[src/include/tac_pkg.sv]
package tac_pkg;
  // Bus geometry: each register sits at byte address 4 x index
  localparam int          AXI_AW          = 7;
  localparam int          REG_W           = 12;
  localparam logic [4:0]  IDX_CTRL1       = 5'h01;
  localparam logic [4:0]  IDX_CTRL2       = 5'h02;
  localparam logic [4:0]  IDX_LIMIT_BASE  = 5'h04;
  localparam logic [4:0]  IDX_LIMIT_LAST  = 5'h0b;
  localparam logic [4:0]  IDX_ALERT       = 5'h0c;
  localparam logic [4:0]  IDX_SEQ0        = 5'h0d;
  localparam logic [4:0]  IDX_SEQ1        = 5'h0e;
  localparam logic [4:0]  IDX_RESULT_BASE = 5'h10;
  localparam logic [4:0]  IDX_RESULT_LAST = 5'h1a;
  localparam logic [11:0] REG_RESET       = 12'h000;
  localparam logic [1:0]  RESP_OKAY       = 2'h0;
  localparam logic [1:0]  RESP_SLVERR     = 2'h2;

  // Field positions
  localparam int MODE_LSB   = 0;
  localparam int CHAN_LSB   = 7;
  localparam int REFSEL_BIT = 11;
  localparam int TMR_LSB    = 0;
  localparam int SEQ_TOP    = 11;
  localparam int ALERT_MASK_LSB = 4;

  localparam logic [1:0] MODE_IDLE   = 2'h0;
  localparam logic [1:0] MODE_SINGLE = 2'h1;
  localparam logic [1:0] MODE_SEQ0   = 2'h2;
  localparam logic [1:0] MODE_SEQ1   = 2'h3;
  localparam logic [1:0] TMR_ONCE    = 2'h0;
  localparam logic [1:0] TMR_SHORT   = 2'h1;
  localparam logic [1:0] TMR_MID     = 2'h2;

  // Channel codes
  localparam int         NUM_CH   = 11;
  localparam logic [3:0] CH_Y     = 4'h0;
  localparam logic [3:0] CH_X     = 4'h1;
  localparam logic [3:0] CH_Z2    = 4'h2;
  localparam logic [3:0] CH_AUX_INPUT_ONE  = 4'h3;
  localparam logic [3:0] CH_BATTERY_INPUT_ONE  = 4'h6;
  localparam logic [3:0] CH_BATTERY_INPUT_TWO  = 4'h7;
  localparam logic [3:0] CH_DIODE_TEMP_FIRST = 4'h8;
  localparam logic [3:0] CH_Z1    = 4'ha;
  localparam logic [3:0] CH_LAST  = 4'ha;
  // Limit slot k watches channel LIM_CH[4k+:4]
  localparam logic [15:0] LIM_CH  = {CH_DIODE_TEMP_FIRST, CH_BATTERY_INPUT_TWO, CH_BATTERY_INPUT_ONE, CH_AUX_INPUT_ONE};

  // Timing: conversion clock derived from aclk
  localparam int ACLK_NS       = 10;
  localparam int CONV_CLK_NS   = 500;
  localparam int CONV_DIV      = CONV_CLK_NS / ACLK_NS;
  localparam int TMR_T1_TICKS  = 1024;
  localparam int TMR_T2_TICKS  = 2048;
  localparam int TMR_T3_TICKS  = 16384;

  typedef enum logic [5:0] {
    ST_IDLE  = 6'h01,
    ST_WAIT  = 6'h02,
    ST_SCAN  = 6'h04,
    ST_CONV  = 6'h08,
    ST_DONE  = 6'h10,
    ST_TIMER = 6'h20
  } tac_state_t;
endpackage

[src/verilog/tac_conv_ctrl.sv]
`timescale 1ns/10ps
module tac_conv_ctrl
  import tac_pkg::*;
#(
  parameter int TMR_LONG_TICKS = TMR_T3_TICKS
) (
  input  wire logic              aclk,
  input  wire logic              aresetn,
  input  wire logic [AXI_AW-1:0] s_axi_awaddr,
  input  wire logic [2:0]        s_axi_awprot,
  input  wire logic              s_axi_awvalid,
  output logic                   s_axi_awready,
  input  wire logic [31:0]       s_axi_wdata,
  input  wire logic [3:0]        s_axi_wstrb,
  input  wire logic              s_axi_wvalid,
  output logic                   s_axi_wready,
  output logic [1:0]             s_axi_bresp,
  output logic                   s_axi_bvalid,
  input  wire logic              s_axi_bready,
  input  wire logic [AXI_AW-1:0] s_axi_araddr,
  input  wire logic [2:0]        s_axi_arprot,
  input  wire logic              s_axi_arvalid,
  output logic                   s_axi_arready,
  output logic [31:0]            s_axi_rdata,
  output logic [1:0]             s_axi_rresp,
  output logic                   s_axi_rvalid,
  input  wire logic              s_axi_rready,
  input  wire logic              touch_pin,
  output logic                   conv_start,
  output logic [3:0]             conv_channel,
  output logic                   conv_ratiometric,
  input  wire logic              conv_done,
  input  wire logic [11:0]       conv_result,
  output logic                   sw_x_plus,
  output logic                   sw_x_minus,
  output logic                   sw_y_plus,
  output logic                   sw_y_minus,
  output logic                   data_ready_n,
  output logic                   limit_alarm_n
);

  logic [1:0]        touch_sync_q;
  logic              touch_prev_q;
  logic [5:0]        div_cnt_q;
  logic              tick_q;
  logic              aw_hold_q, w_hold_q;
  logic [4:0]        wr_idx_q;
  logic [11:0]       wdata_q;
  logic [1:0]        wstrb_q;
  logic [11:0]       ctrl1_q, ctrl2_q, seq0_q, seq1_q;
  logic [11:0]       limit_q [0:7];
  logic [11:0]       result_q [0:NUM_CH-1];
  logic [3:0]        status_q, mask_q;
  tac_state_t        st_q, st_d;
  logic [3:0]        idx_q;
  logic              arm_q, wrote_q;
  logic [14:0]       tmr_cnt_q;

  // Touch pin crosses in through two flops; the first is read by nothing else
  wire touch      = touch_sync_q[1];
  wire touch_rise = touch & ~touch_prev_q;
  always_ff @(posedge aclk) begin
    if (!aresetn) begin
      touch_sync_q <= 2'h0;
      touch_prev_q <= 1'b0;
    end else begin
      touch_sync_q <= {touch_sync_q[0], touch_pin};
      touch_prev_q <= touch;
    end
  end

  // Conversion clock as a one-cycle enable
  always_ff @(posedge aclk) begin
    if (!aresetn) begin
      div_cnt_q <= 6'h00;
      tick_q    <= 1'b0;
    end else begin
      tick_q    <= (div_cnt_q == 6'(CONV_DIV - 1));
      div_cnt_q <= (div_cnt_q == 6'(CONV_DIV - 1)) ? 6'h00 : div_cnt_q + 6'h01;
    end
  end

  // AXI4-Lite write: address and data taken in either order
  wire aw_take = s_axi_awvalid & s_axi_awready;
  wire w_take  = s_axi_wvalid & s_axi_wready;
  wire wr_fire = aw_hold_q & w_hold_q & ~s_axi_bvalid;
  wire b_done  = s_axi_bvalid & s_axi_bready;
  wire wr_lim  = (wr_idx_q >= IDX_LIMIT_BASE) && (wr_idx_q <= IDX_LIMIT_LAST);
  wire wr_ok   = (wr_idx_q == IDX_CTRL1) | (wr_idx_q == IDX_CTRL2) | (wr_idx_q == IDX_ALERT)
               | (wr_idx_q == IDX_SEQ0) | (wr_idx_q == IDX_SEQ1) | wr_lim;
  wire [2:0] wr_lim_sel = 3'(wr_idx_q - IDX_LIMIT_BASE);

  function automatic logic [11:0] merge(input logic [11:0] old, input logic [11:0] nw,
                                        input logic [1:0] be);
    merge = {be[1] ? nw[11:8] : old[11:8], be[0] ? nw[7:0] : old[7:0]};
  endfunction

  always_ff @(posedge aclk) begin
    if (!aresetn) begin
      aw_hold_q     <= 1'b0;
      w_hold_q      <= 1'b0;
      wr_idx_q      <= 5'h00;
      wdata_q       <= REG_RESET;
      wstrb_q       <= 2'h0;
      s_axi_awready <= 1'b1;
      s_axi_wready  <= 1'b1;
      s_axi_bvalid  <= 1'b0;
      s_axi_bresp   <= RESP_OKAY;
    end else begin
      if (aw_take) begin
        aw_hold_q     <= 1'b1;
        wr_idx_q      <= s_axi_awaddr[6:2];
        s_axi_awready <= 1'b0;
      end
      if (w_take) begin
        w_hold_q     <= 1'b1;
        wdata_q      <= s_axi_wdata[11:0];
        wstrb_q      <= s_axi_wstrb[1:0];
        s_axi_wready <= 1'b0;
      end
      if (wr_fire) begin
        aw_hold_q    <= 1'b0;
        w_hold_q     <= 1'b0;
        s_axi_bvalid <= 1'b1;
        s_axi_bresp  <= wr_ok ? RESP_OKAY : RESP_SLVERR;
      end
      if (b_done) begin
        s_axi_bvalid  <= 1'b0;
        s_axi_awready <= 1'b1;
        s_axi_wready  <= 1'b1;
      end
    end
  end

  // AXI4-Lite read: one beat, answer the cycle after the address is taken
  wire [4:0] rd_idx  = s_axi_araddr[6:2];
  wire       ar_take = s_axi_arvalid & s_axi_arready;
  wire       rd_lim  = (rd_idx >= IDX_LIMIT_BASE) && (rd_idx <= IDX_LIMIT_LAST);
  wire       rd_res  = (rd_idx >= IDX_RESULT_BASE) && (rd_idx <= IDX_RESULT_LAST);
  wire [2:0] rd_lsel = 3'(rd_idx - IDX_LIMIT_BASE);
  wire [3:0] rd_rsel = 4'(rd_idx - IDX_RESULT_BASE);
  wire       rd_ok   = rd_lim | rd_res | (rd_idx == IDX_CTRL1) | (rd_idx == IDX_CTRL2)
                     | (rd_idx == IDX_ALERT) | (rd_idx == IDX_SEQ0) | (rd_idx == IDX_SEQ1);
  wire [11:0] rd_val = (rd_idx == IDX_CTRL1) ? ctrl1_q :
                       (rd_idx == IDX_CTRL2) ? ctrl2_q :
                       (rd_idx == IDX_SEQ0)  ? seq0_q  :
                       (rd_idx == IDX_SEQ1)  ? seq1_q  :
                       (rd_idx == IDX_ALERT) ? {4'h0, mask_q, status_q} :
                       rd_lim                ? limit_q[rd_lsel] :
                       rd_res                ? result_q[rd_rsel] : 12'h000;
  wire       rd_result = ar_take & rd_res;

  always_ff @(posedge aclk) begin
    if (!aresetn) begin
      s_axi_arready <= 1'b1;
      s_axi_rvalid  <= 1'b0;
      s_axi_rdata   <= 32'h0000_0000;
      s_axi_rresp   <= RESP_OKAY;
    end else if (ar_take) begin
      s_axi_arready <= 1'b0;
      s_axi_rvalid  <= 1'b1;
      s_axi_rdata   <= {20'h00000, rd_val};
      s_axi_rresp   <= rd_ok ? RESP_OKAY : RESP_SLVERR;
    end else if (s_axi_rvalid && s_axi_rready) begin
      s_axi_rvalid  <= 1'b0;
      s_axi_arready <= 1'b1;
    end
  end

  // Control decode
  wire        wr_any    = wr_fire & (|wstrb_q);
  wire        ctrl1_wr  = wr_any & (wr_idx_q == IDX_CTRL1);
  wire [11:0] ctrl1_new = merge(ctrl1_q, wdata_q, wstrb_q);
  wire [1:0]  mode      = ctrl1_q[MODE_LSB+:2];
  wire [1:0]  new_mode  = ctrl1_new[MODE_LSB+:2];
  wire [3:0]  chan_code = ctrl1_q[CHAN_LSB+:4];
  wire        ratio_sel = ctrl1_q[REFSEL_BIT];
  wire [1:0]  tmr_sel   = ctrl2_q[TMR_LSB+:2];
  wire        single    = (mode == MODE_SINGLE);
  wire        master    = (mode == MODE_SEQ1);
  wire        chan_ok   = (chan_code <= CH_LAST);
  wire [11:0] seq_bits  = master ? seq1_q : seq0_q;
  wire [NUM_CH-1:0] ch_en;
  for (genvar i = 0; i < NUM_CH; i++) begin : g_en
    assign ch_en[i] = seq_bits[SEQ_TOP - i];
  end

  wire        idx_over  = (idx_q > CH_LAST);
  wire        scan_go   = single ? chan_ok : (~idx_over & ch_en[idx_q]);
  wire        scan_end  = single ? ~chan_ok : idx_over;
  wire        start     = (st_q == ST_SCAN) & scan_go & ~ctrl1_wr;
  wire [3:0]  chan_d    = start ? (single ? chan_code : idx_q) : conv_channel;
  wire        store     = (st_q == ST_CONV) & conv_done;
  wire [14:0] tmr_last  = (tmr_sel == TMR_SHORT) ? 15'(TMR_T1_TICKS - 1) :
                          (tmr_sel == TMR_MID)   ? 15'(TMR_T2_TICKS - 1) :
                                                   15'(TMR_LONG_TICKS - 1);
  wire        tmr_exp   = tick_q & (tmr_cnt_q == tmr_last);
  wire        tmr_on    = (tmr_sel != TMR_ONCE);
  wire        slave_clr = (st_q == ST_DONE) & ~master & ~tmr_on & ~ctrl1_wr;
  wire        restart   = (st_q == ST_TIMER) & tmr_exp & ~(master & ~touch) & ~ctrl1_wr;

  // Sequencer next state
  always_comb begin
    st_d = st_q;
    unique case (st_q)
      ST_IDLE:  st_d = ST_IDLE;
      ST_WAIT:  if (touch_rise || (arm_q && touch)) st_d = ST_SCAN;
      ST_SCAN:  if (start) st_d = ST_CONV;
                else if (scan_end) st_d = ST_DONE;
      ST_CONV:  if (conv_done) st_d = single ? ST_DONE : ST_SCAN;
      ST_DONE:  if (master) st_d = (touch && tmr_on) ? ST_TIMER : ST_WAIT;
                else st_d = tmr_on ? ST_TIMER : ST_IDLE;
      ST_TIMER: if (master && !touch) st_d = ST_WAIT;
                else if (tmr_exp) st_d = ST_SCAN;
    endcase
    if (ctrl1_wr) begin
      unique case (new_mode)
        MODE_IDLE:   st_d = ST_IDLE;
        MODE_SEQ1:   st_d = ST_WAIT;
        MODE_SINGLE,
        MODE_SEQ0:   st_d = ST_SCAN;
      endcase
    end
  end

  always_ff @(posedge aclk) begin
    if (!aresetn) begin
      st_q      <= ST_IDLE;
      idx_q     <= 4'h0;
      arm_q     <= 1'b0;
      wrote_q   <= 1'b0;
      tmr_cnt_q <= 15'h0000;
    end else begin
      st_q <= st_d;
      if (ctrl1_wr || restart || (st_q == ST_WAIT)) begin
        idx_q   <= 4'h0;
        wrote_q <= 1'b0;
      end else begin
        if ((st_q == ST_SCAN && !scan_go && !idx_over) || (store && !single)) begin
          idx_q <= idx_q + 4'h1;
        end
        if (store) wrote_q <= 1'b1;
      end
      if (ctrl1_wr) arm_q <= (new_mode == MODE_SEQ1);
      else if (st_q == ST_SCAN) arm_q <= 1'b0;
      if (st_q != ST_TIMER) tmr_cnt_q <= 15'h0000;
      else if (tick_q) tmr_cnt_q <= tmr_exp ? 15'h0000 : tmr_cnt_q + 15'h0001;
    end
  end

  // Configuration registers; hardware clear of the mode field yields to a host write
  always_ff @(posedge aclk) begin
    if (!aresetn) begin
      ctrl1_q <= REG_RESET;
      ctrl2_q <= REG_RESET;
      seq0_q  <= REG_RESET;
      seq1_q  <= REG_RESET;
      mask_q  <= 4'h0;
      for (int k = 0; k < 8; k++) limit_q[k] <= REG_RESET;
    end else begin
      if (ctrl1_wr) ctrl1_q <= ctrl1_new;
      else if (slave_clr) ctrl1_q[MODE_LSB+:2] <= MODE_IDLE;
      if (wr_any && wr_idx_q == IDX_CTRL2) ctrl2_q <= merge(ctrl2_q, wdata_q, wstrb_q);
      if (wr_any && wr_idx_q == IDX_SEQ0) seq0_q <= merge(seq0_q, wdata_q, wstrb_q);
      if (wr_any && wr_idx_q == IDX_SEQ1) seq1_q <= merge(seq1_q, wdata_q, wstrb_q);
      if (wr_fire && wstrb_q[0] && wr_idx_q == IDX_ALERT) mask_q <= wdata_q[ALERT_MASK_LSB+:4];
      if (wr_any && wr_lim) limit_q[wr_lim_sel] <= merge(limit_q[wr_lim_sel], wdata_q, wstrb_q);
    end
  end

  // Results: only a finished valid conversion writes its own slot
  always_ff @(posedge aclk) begin
    if (!aresetn) begin
      for (int k = 0; k < NUM_CH; k++) result_q[k] <= REG_RESET;
    end else if (store) begin
      result_q[conv_channel] <= conv_result;
    end
  end

  // Limit check on raw codes, temperature included, no scaling
  wire [3:0] lim_hit;
  for (genvar k = 0; k < 4; k++) begin : g_lim
    assign lim_hit[k] = store && (conv_channel == LIM_CH[4*k+:4])
                     && ((conv_result > limit_q[2*k])
                      || (conv_result < limit_q[2*k+1]));
  end
  wire [3:0] status_clr = (wr_fire && wstrb_q[0] && wr_idx_q == IDX_ALERT) ? wdata_q[3:0] : 4'h0;
  wire [3:0] status_d   = (status_q & ~status_clr) | lim_hit;

  // Outputs, all registered
  wire in_conv_d = (st_d == ST_CONV);
  wire z_d       = (chan_d == CH_Z2) | (chan_d == CH_Z1);
  always_ff @(posedge aclk) begin
    if (!aresetn) begin
      status_q         <= 4'h0;
      limit_alarm_n    <= 1'b1;
      data_ready_n     <= 1'b1;
      conv_start       <= 1'b0;
      conv_channel     <= 4'h0;
      conv_ratiometric <= 1'b0;
      sw_x_plus        <= 1'b0;
      sw_x_minus       <= 1'b0;
      sw_y_plus        <= 1'b0;
      sw_y_minus       <= 1'b0;
    end else begin
      status_q      <= status_d;
      limit_alarm_n <= ~|(status_d & ~mask_q);
      // New results win over a simultaneous read
      if (st_q == ST_DONE && wrote_q) data_ready_n <= 1'b0;
      else if (rd_result || restart || ctrl1_wr) data_ready_n <= 1'b1;
      conv_start   <= start;
      conv_channel <= chan_d;
      if (start) conv_ratiometric <= ratio_sel;
      sw_y_plus    <= in_conv_d & ((chan_d == CH_Y) | z_d);
      sw_y_minus   <= in_conv_d & (chan_d == CH_Y);
      sw_x_plus    <= in_conv_d & (chan_d == CH_X);
      sw_x_minus   <= in_conv_d & ((chan_d == CH_X) | z_d);
    end
  end
endmodule

[config.mk]
export PLATFORM = sky130hd
export DESIGN_NAME = tac_conv_ctrl
export DESIGN_NICKNAME = d
export VERILOG_FILES = /design/src/include/tac_pkg.sv /design/src/verilog/tac_conv_ctrl.sv
export SDC_FILE = /design/constraint.sdc
export NUM_CORES = 1
export LEC_CHECK = 0
export ABC_CLOCK_PERIOD_IN_PS = 2800
export BUFFER_PORTS_ARGS = -buffer_cell sky130_fd_sc_hd__buf_2
export CORE_MARGIN = 2
export CORE_UTILIZATION = 47
export DETAILED_ROUTE_END_ITERATION = 12
export PLACE_DENSITY = 0.67
export SLEW_MARGIN = 15
export SYNTH_ARGS = -nofsm -noshare
export SYNTH_HDL_FRONTEND = slang
export SYNTH_SLANG_ARGS = --single-unit
export TNS_END_PERCENT = 20
[constraint.sdc]
create_clock -name aclk -period 2.8 [get_ports aclk]
set_clock_uncertainty 0.05 [all_clocks]
set_input_delay 0.42 -clock aclk [delete_from_list [all_inputs] [get_ports aclk]]
set_output_delay 0.42 -clock aclk [all_outputs]
set_load 0.005 [all_outputs]
==> flow_summary.toml <==
[global_route]
grt_pass1_vias = 15400
grt_antenna_before_repair = 1
grt_pass1_wl_mm = 90.1
grt_remaining_overflow = 0
grt_max_degree = 48
grt.total_usage_pct = 27.2

[critical_path]
critical_path.top_delay_family = "simple AND/OR/NAND/NOR gates"
cp-start-kind = "flip-flop"
cp.buffers_inverters = 1
slowest_stage = "or4b_1"
end_kind = "flip-flop"
required_ps = 3210
cp_slowest_stage_delay_ps = 430
worstSetupPathType = "flip-flop to flip-flop"
cp.arrival_ps = 2970
crit_chain = "inv_1 > ha_1 > or4b_1 > a211o_1 > o31ai_2 > or3b_4 > nor2_1 > mux2_1"
cp_max_fo = 7

[timing]
maxSlewHeadroom_pct = 31.9
fin_hold_ws_ps = 22.3
period_minus_slack_ps = 2560
fin_tns_setup_ps = 0
hold_viol = 0
period_share_pct = 91.4
slew_viol_final = 0
rsz0062_at_grt = "no"
setup_viol = 0
worstMarginPinSlew_ps = 1020
clock.fmax_mhz = 391

[yosys]
synth_top_family_by_area = "simple AND/OR/NAND/NOR gates"
syn_avg_cell_area_um2 = 10.4
synth.cells.most_frequent = "edfxtp_1, nor2_1, dfxtp_1"
async_reset_ff_share_pct = 0
yosysTopAreaCell = "edfxtp_1"
synth_area_um2 = 19900
ys_warn_count = 0
synth_top_cell_area_share_pct = 32.8
synth_seq_cells = 374
synth.distinct_cells = 84
synth_cells = 1920
seq_area_frac_synth_pct = 48.6
synth.most_common_cell = "edfxtp_1"
synth-compound-area-share_pct = 10.6
synthXorXnorAreaFrac_pct = 0.837
synth-edff-count = 217
synthSimpleGateAreaFrac_pct = 18.2
ys.flop_type = "edfxtp_1"
yosys-top-cells-area = "edfxtp_1, dfxtp_1, ha_1"
synthAdderAreaFrac_pct = 6.41
muxShareOfSynthArea_pct = 10.1

[drt]
drcViolationCount = 0
routedWlPerCell_um = 22.7
ant_nets = 0
routed-via-count = 15400
avgViaCountPerCell = 5.88
drt-pass1-iter-count = 9
dr.first_iter.drc_count = 1372
wirelength_mm = 59.5

[floorplanning]
die_area_um2 = 43900
coreArea_um2 = 41900
num_rows = 75
die_w_um = 210
start_util_pct = 47.5
io_pins = 130
die_h_um = 210

[power_and_ir_drop]
vdd_ir_drop_max_mv = 0.460
p_per_area_nw_per_um2 = 572
power.leakage_nw = 8.77

[layout]
layout-drive-gt1-share_pct = 15.7
fin_area_um2 = 22800
syn2layout_area_growth_pct = 14.9
finalNetCount = 2228
antenna_cells = 0

[cts]
clk_pin_slew_worst_paths_ps = 60
root_buffer = "clkbuf_16"
cts_tree = "done"
clkSinkCount = 374
htree_levels = 2
cts_made_buffers = 43
clk_latency_ps = 600
cts_buffer_depth = 3

[placement]
globalplace.congestion = 0.969
portBuffers = 75
hpwl_mm = 43.4
postPlaceCellArea_um2 = 21300

[min_path]
hold_class = "input pin to flip-flop"

[outcome]
outcome = "completed"

[flow_run]
cap_violations = 0
final cells by class:
class / instances / area [µm²]
clock buffer: 58 / 1240
clock inverter: 22 / 228
fill: 3680 / 19000
inverter: 120 / 450
multi-input combinational: 1326 / 9280
sequential: 374 / 9660
tap: 539 / 674
timing repair buffer: 185 / 1300
state kept, by name (all words and copies together), names as in the netlist, 5 cells and up:
name / flops
result_q: 133
ctrl2_q: 12
wdata_q: 12
limit_q: 96
seq0_q: 12
seq1_q: 12
wr_idx_q: 5
st_q: 6
tmr_cnt_q: 15
div_cnt_q: 6
s_axi_rdata: 12
ctrl1_q: 12
worst reg2reg max path, stage by stage (launching register included):
cell and delay, ps:
dfxtp_1 420, inv_1 70, ha_1 290, or4b_1 430
a211o_1 290, o31ai_2 330, or3b_4 240, nor2_1 50
mux2_1 290
layer usage:
| metal | vias to the layer above | global-route usage [%] | part of all wire, % |
|---|---|---|---|
| met5 | - | 0 | 0 |
| met4 | 0 | 12.6 | 4.6 |
| met3 | 173 | 4.26 | 6.7 |
| met2 | 614 | 44.3 | 47 |
| met1 | 7509 | 35.8 | 42 |
| li1 | 7132 | - | - |
timing repair:
action | 4_1_cts | 5_1_grt
hold buffers | 2 | 0
hold endpoints to repair | 2 | 0
setup buffers | 0 | 0
resized for setup | 0 | 1
endpoints found under the setup margin | 0 | 2
through the flow:
step	utilization [%]	worst slack, ps	instances	power, mW
3_5_place_dp	51.0	41.3	2542	7.37
2_1_floorplan	-	87.0	1941	6.86
6_report	54.5	240	2624	13.1
4_1_cts	54.5	134	2624	13.1
5_1_grt	54.5	73.6	2624	13.4
3_3_place_gp	51.0	87.8	2542	7.34
power by group:
part           leakage, nW  internal (mW)  switching, mW
Combinational         4.65          0.457          0.689
Clock                0.724           3.40           2.38
Sequential            3.40           5.99          0.143
Total                 8.77           9.85           3.21
path summary, 6_finish.rpt:
| kind | from | depth (start not counted) | slack, ps | end |
|---|---|---|---|---|
| max reg2reg | ctrl2_q[0]$_SDFFE_PN0P_ | 8 | 240 | idx_q[2]$_SDFFE_PP0P_ |
| max | ctrl2_q[0]$_SDFFE_PN0P_ | 8 | 240 | idx_q[2]$_SDFFE_PP0P_ |
| min reg2reg | touch_sync_q[0]$_SDFF_PN0_ | 1 | 400 | touch_sync_q[1]$_SDFF_PN0_ |
| min | s_axi_wdata[5] | 3 | 20 | wdata_q[5]$_SDFFE_PN0P_ |
cell families after synthesis:
group / count (synthesis)
AND/OR/NAND/NOR: 714
flip-flops: 374
AO/OA/AOI/OAI: 331
buffers and inverters: 241
multiplexers: 138
adder cells (fa/ha/maj): 102
XOR/XNOR: 19
other: 1
placed cells by master, fill, tap and decap left out, drive strengths merged, types with 44 or more instances in the layout:
master  instances
a21oi         103
and2          149
buf           183
clkbuf         58
dfxtp         157
edfxtp        217
ha            101
inv           119
mux2i          84
mux4           50
nand2         157
nor2          191
nor3           44
o21ai          77
Power figures use the tool's default switching activity.
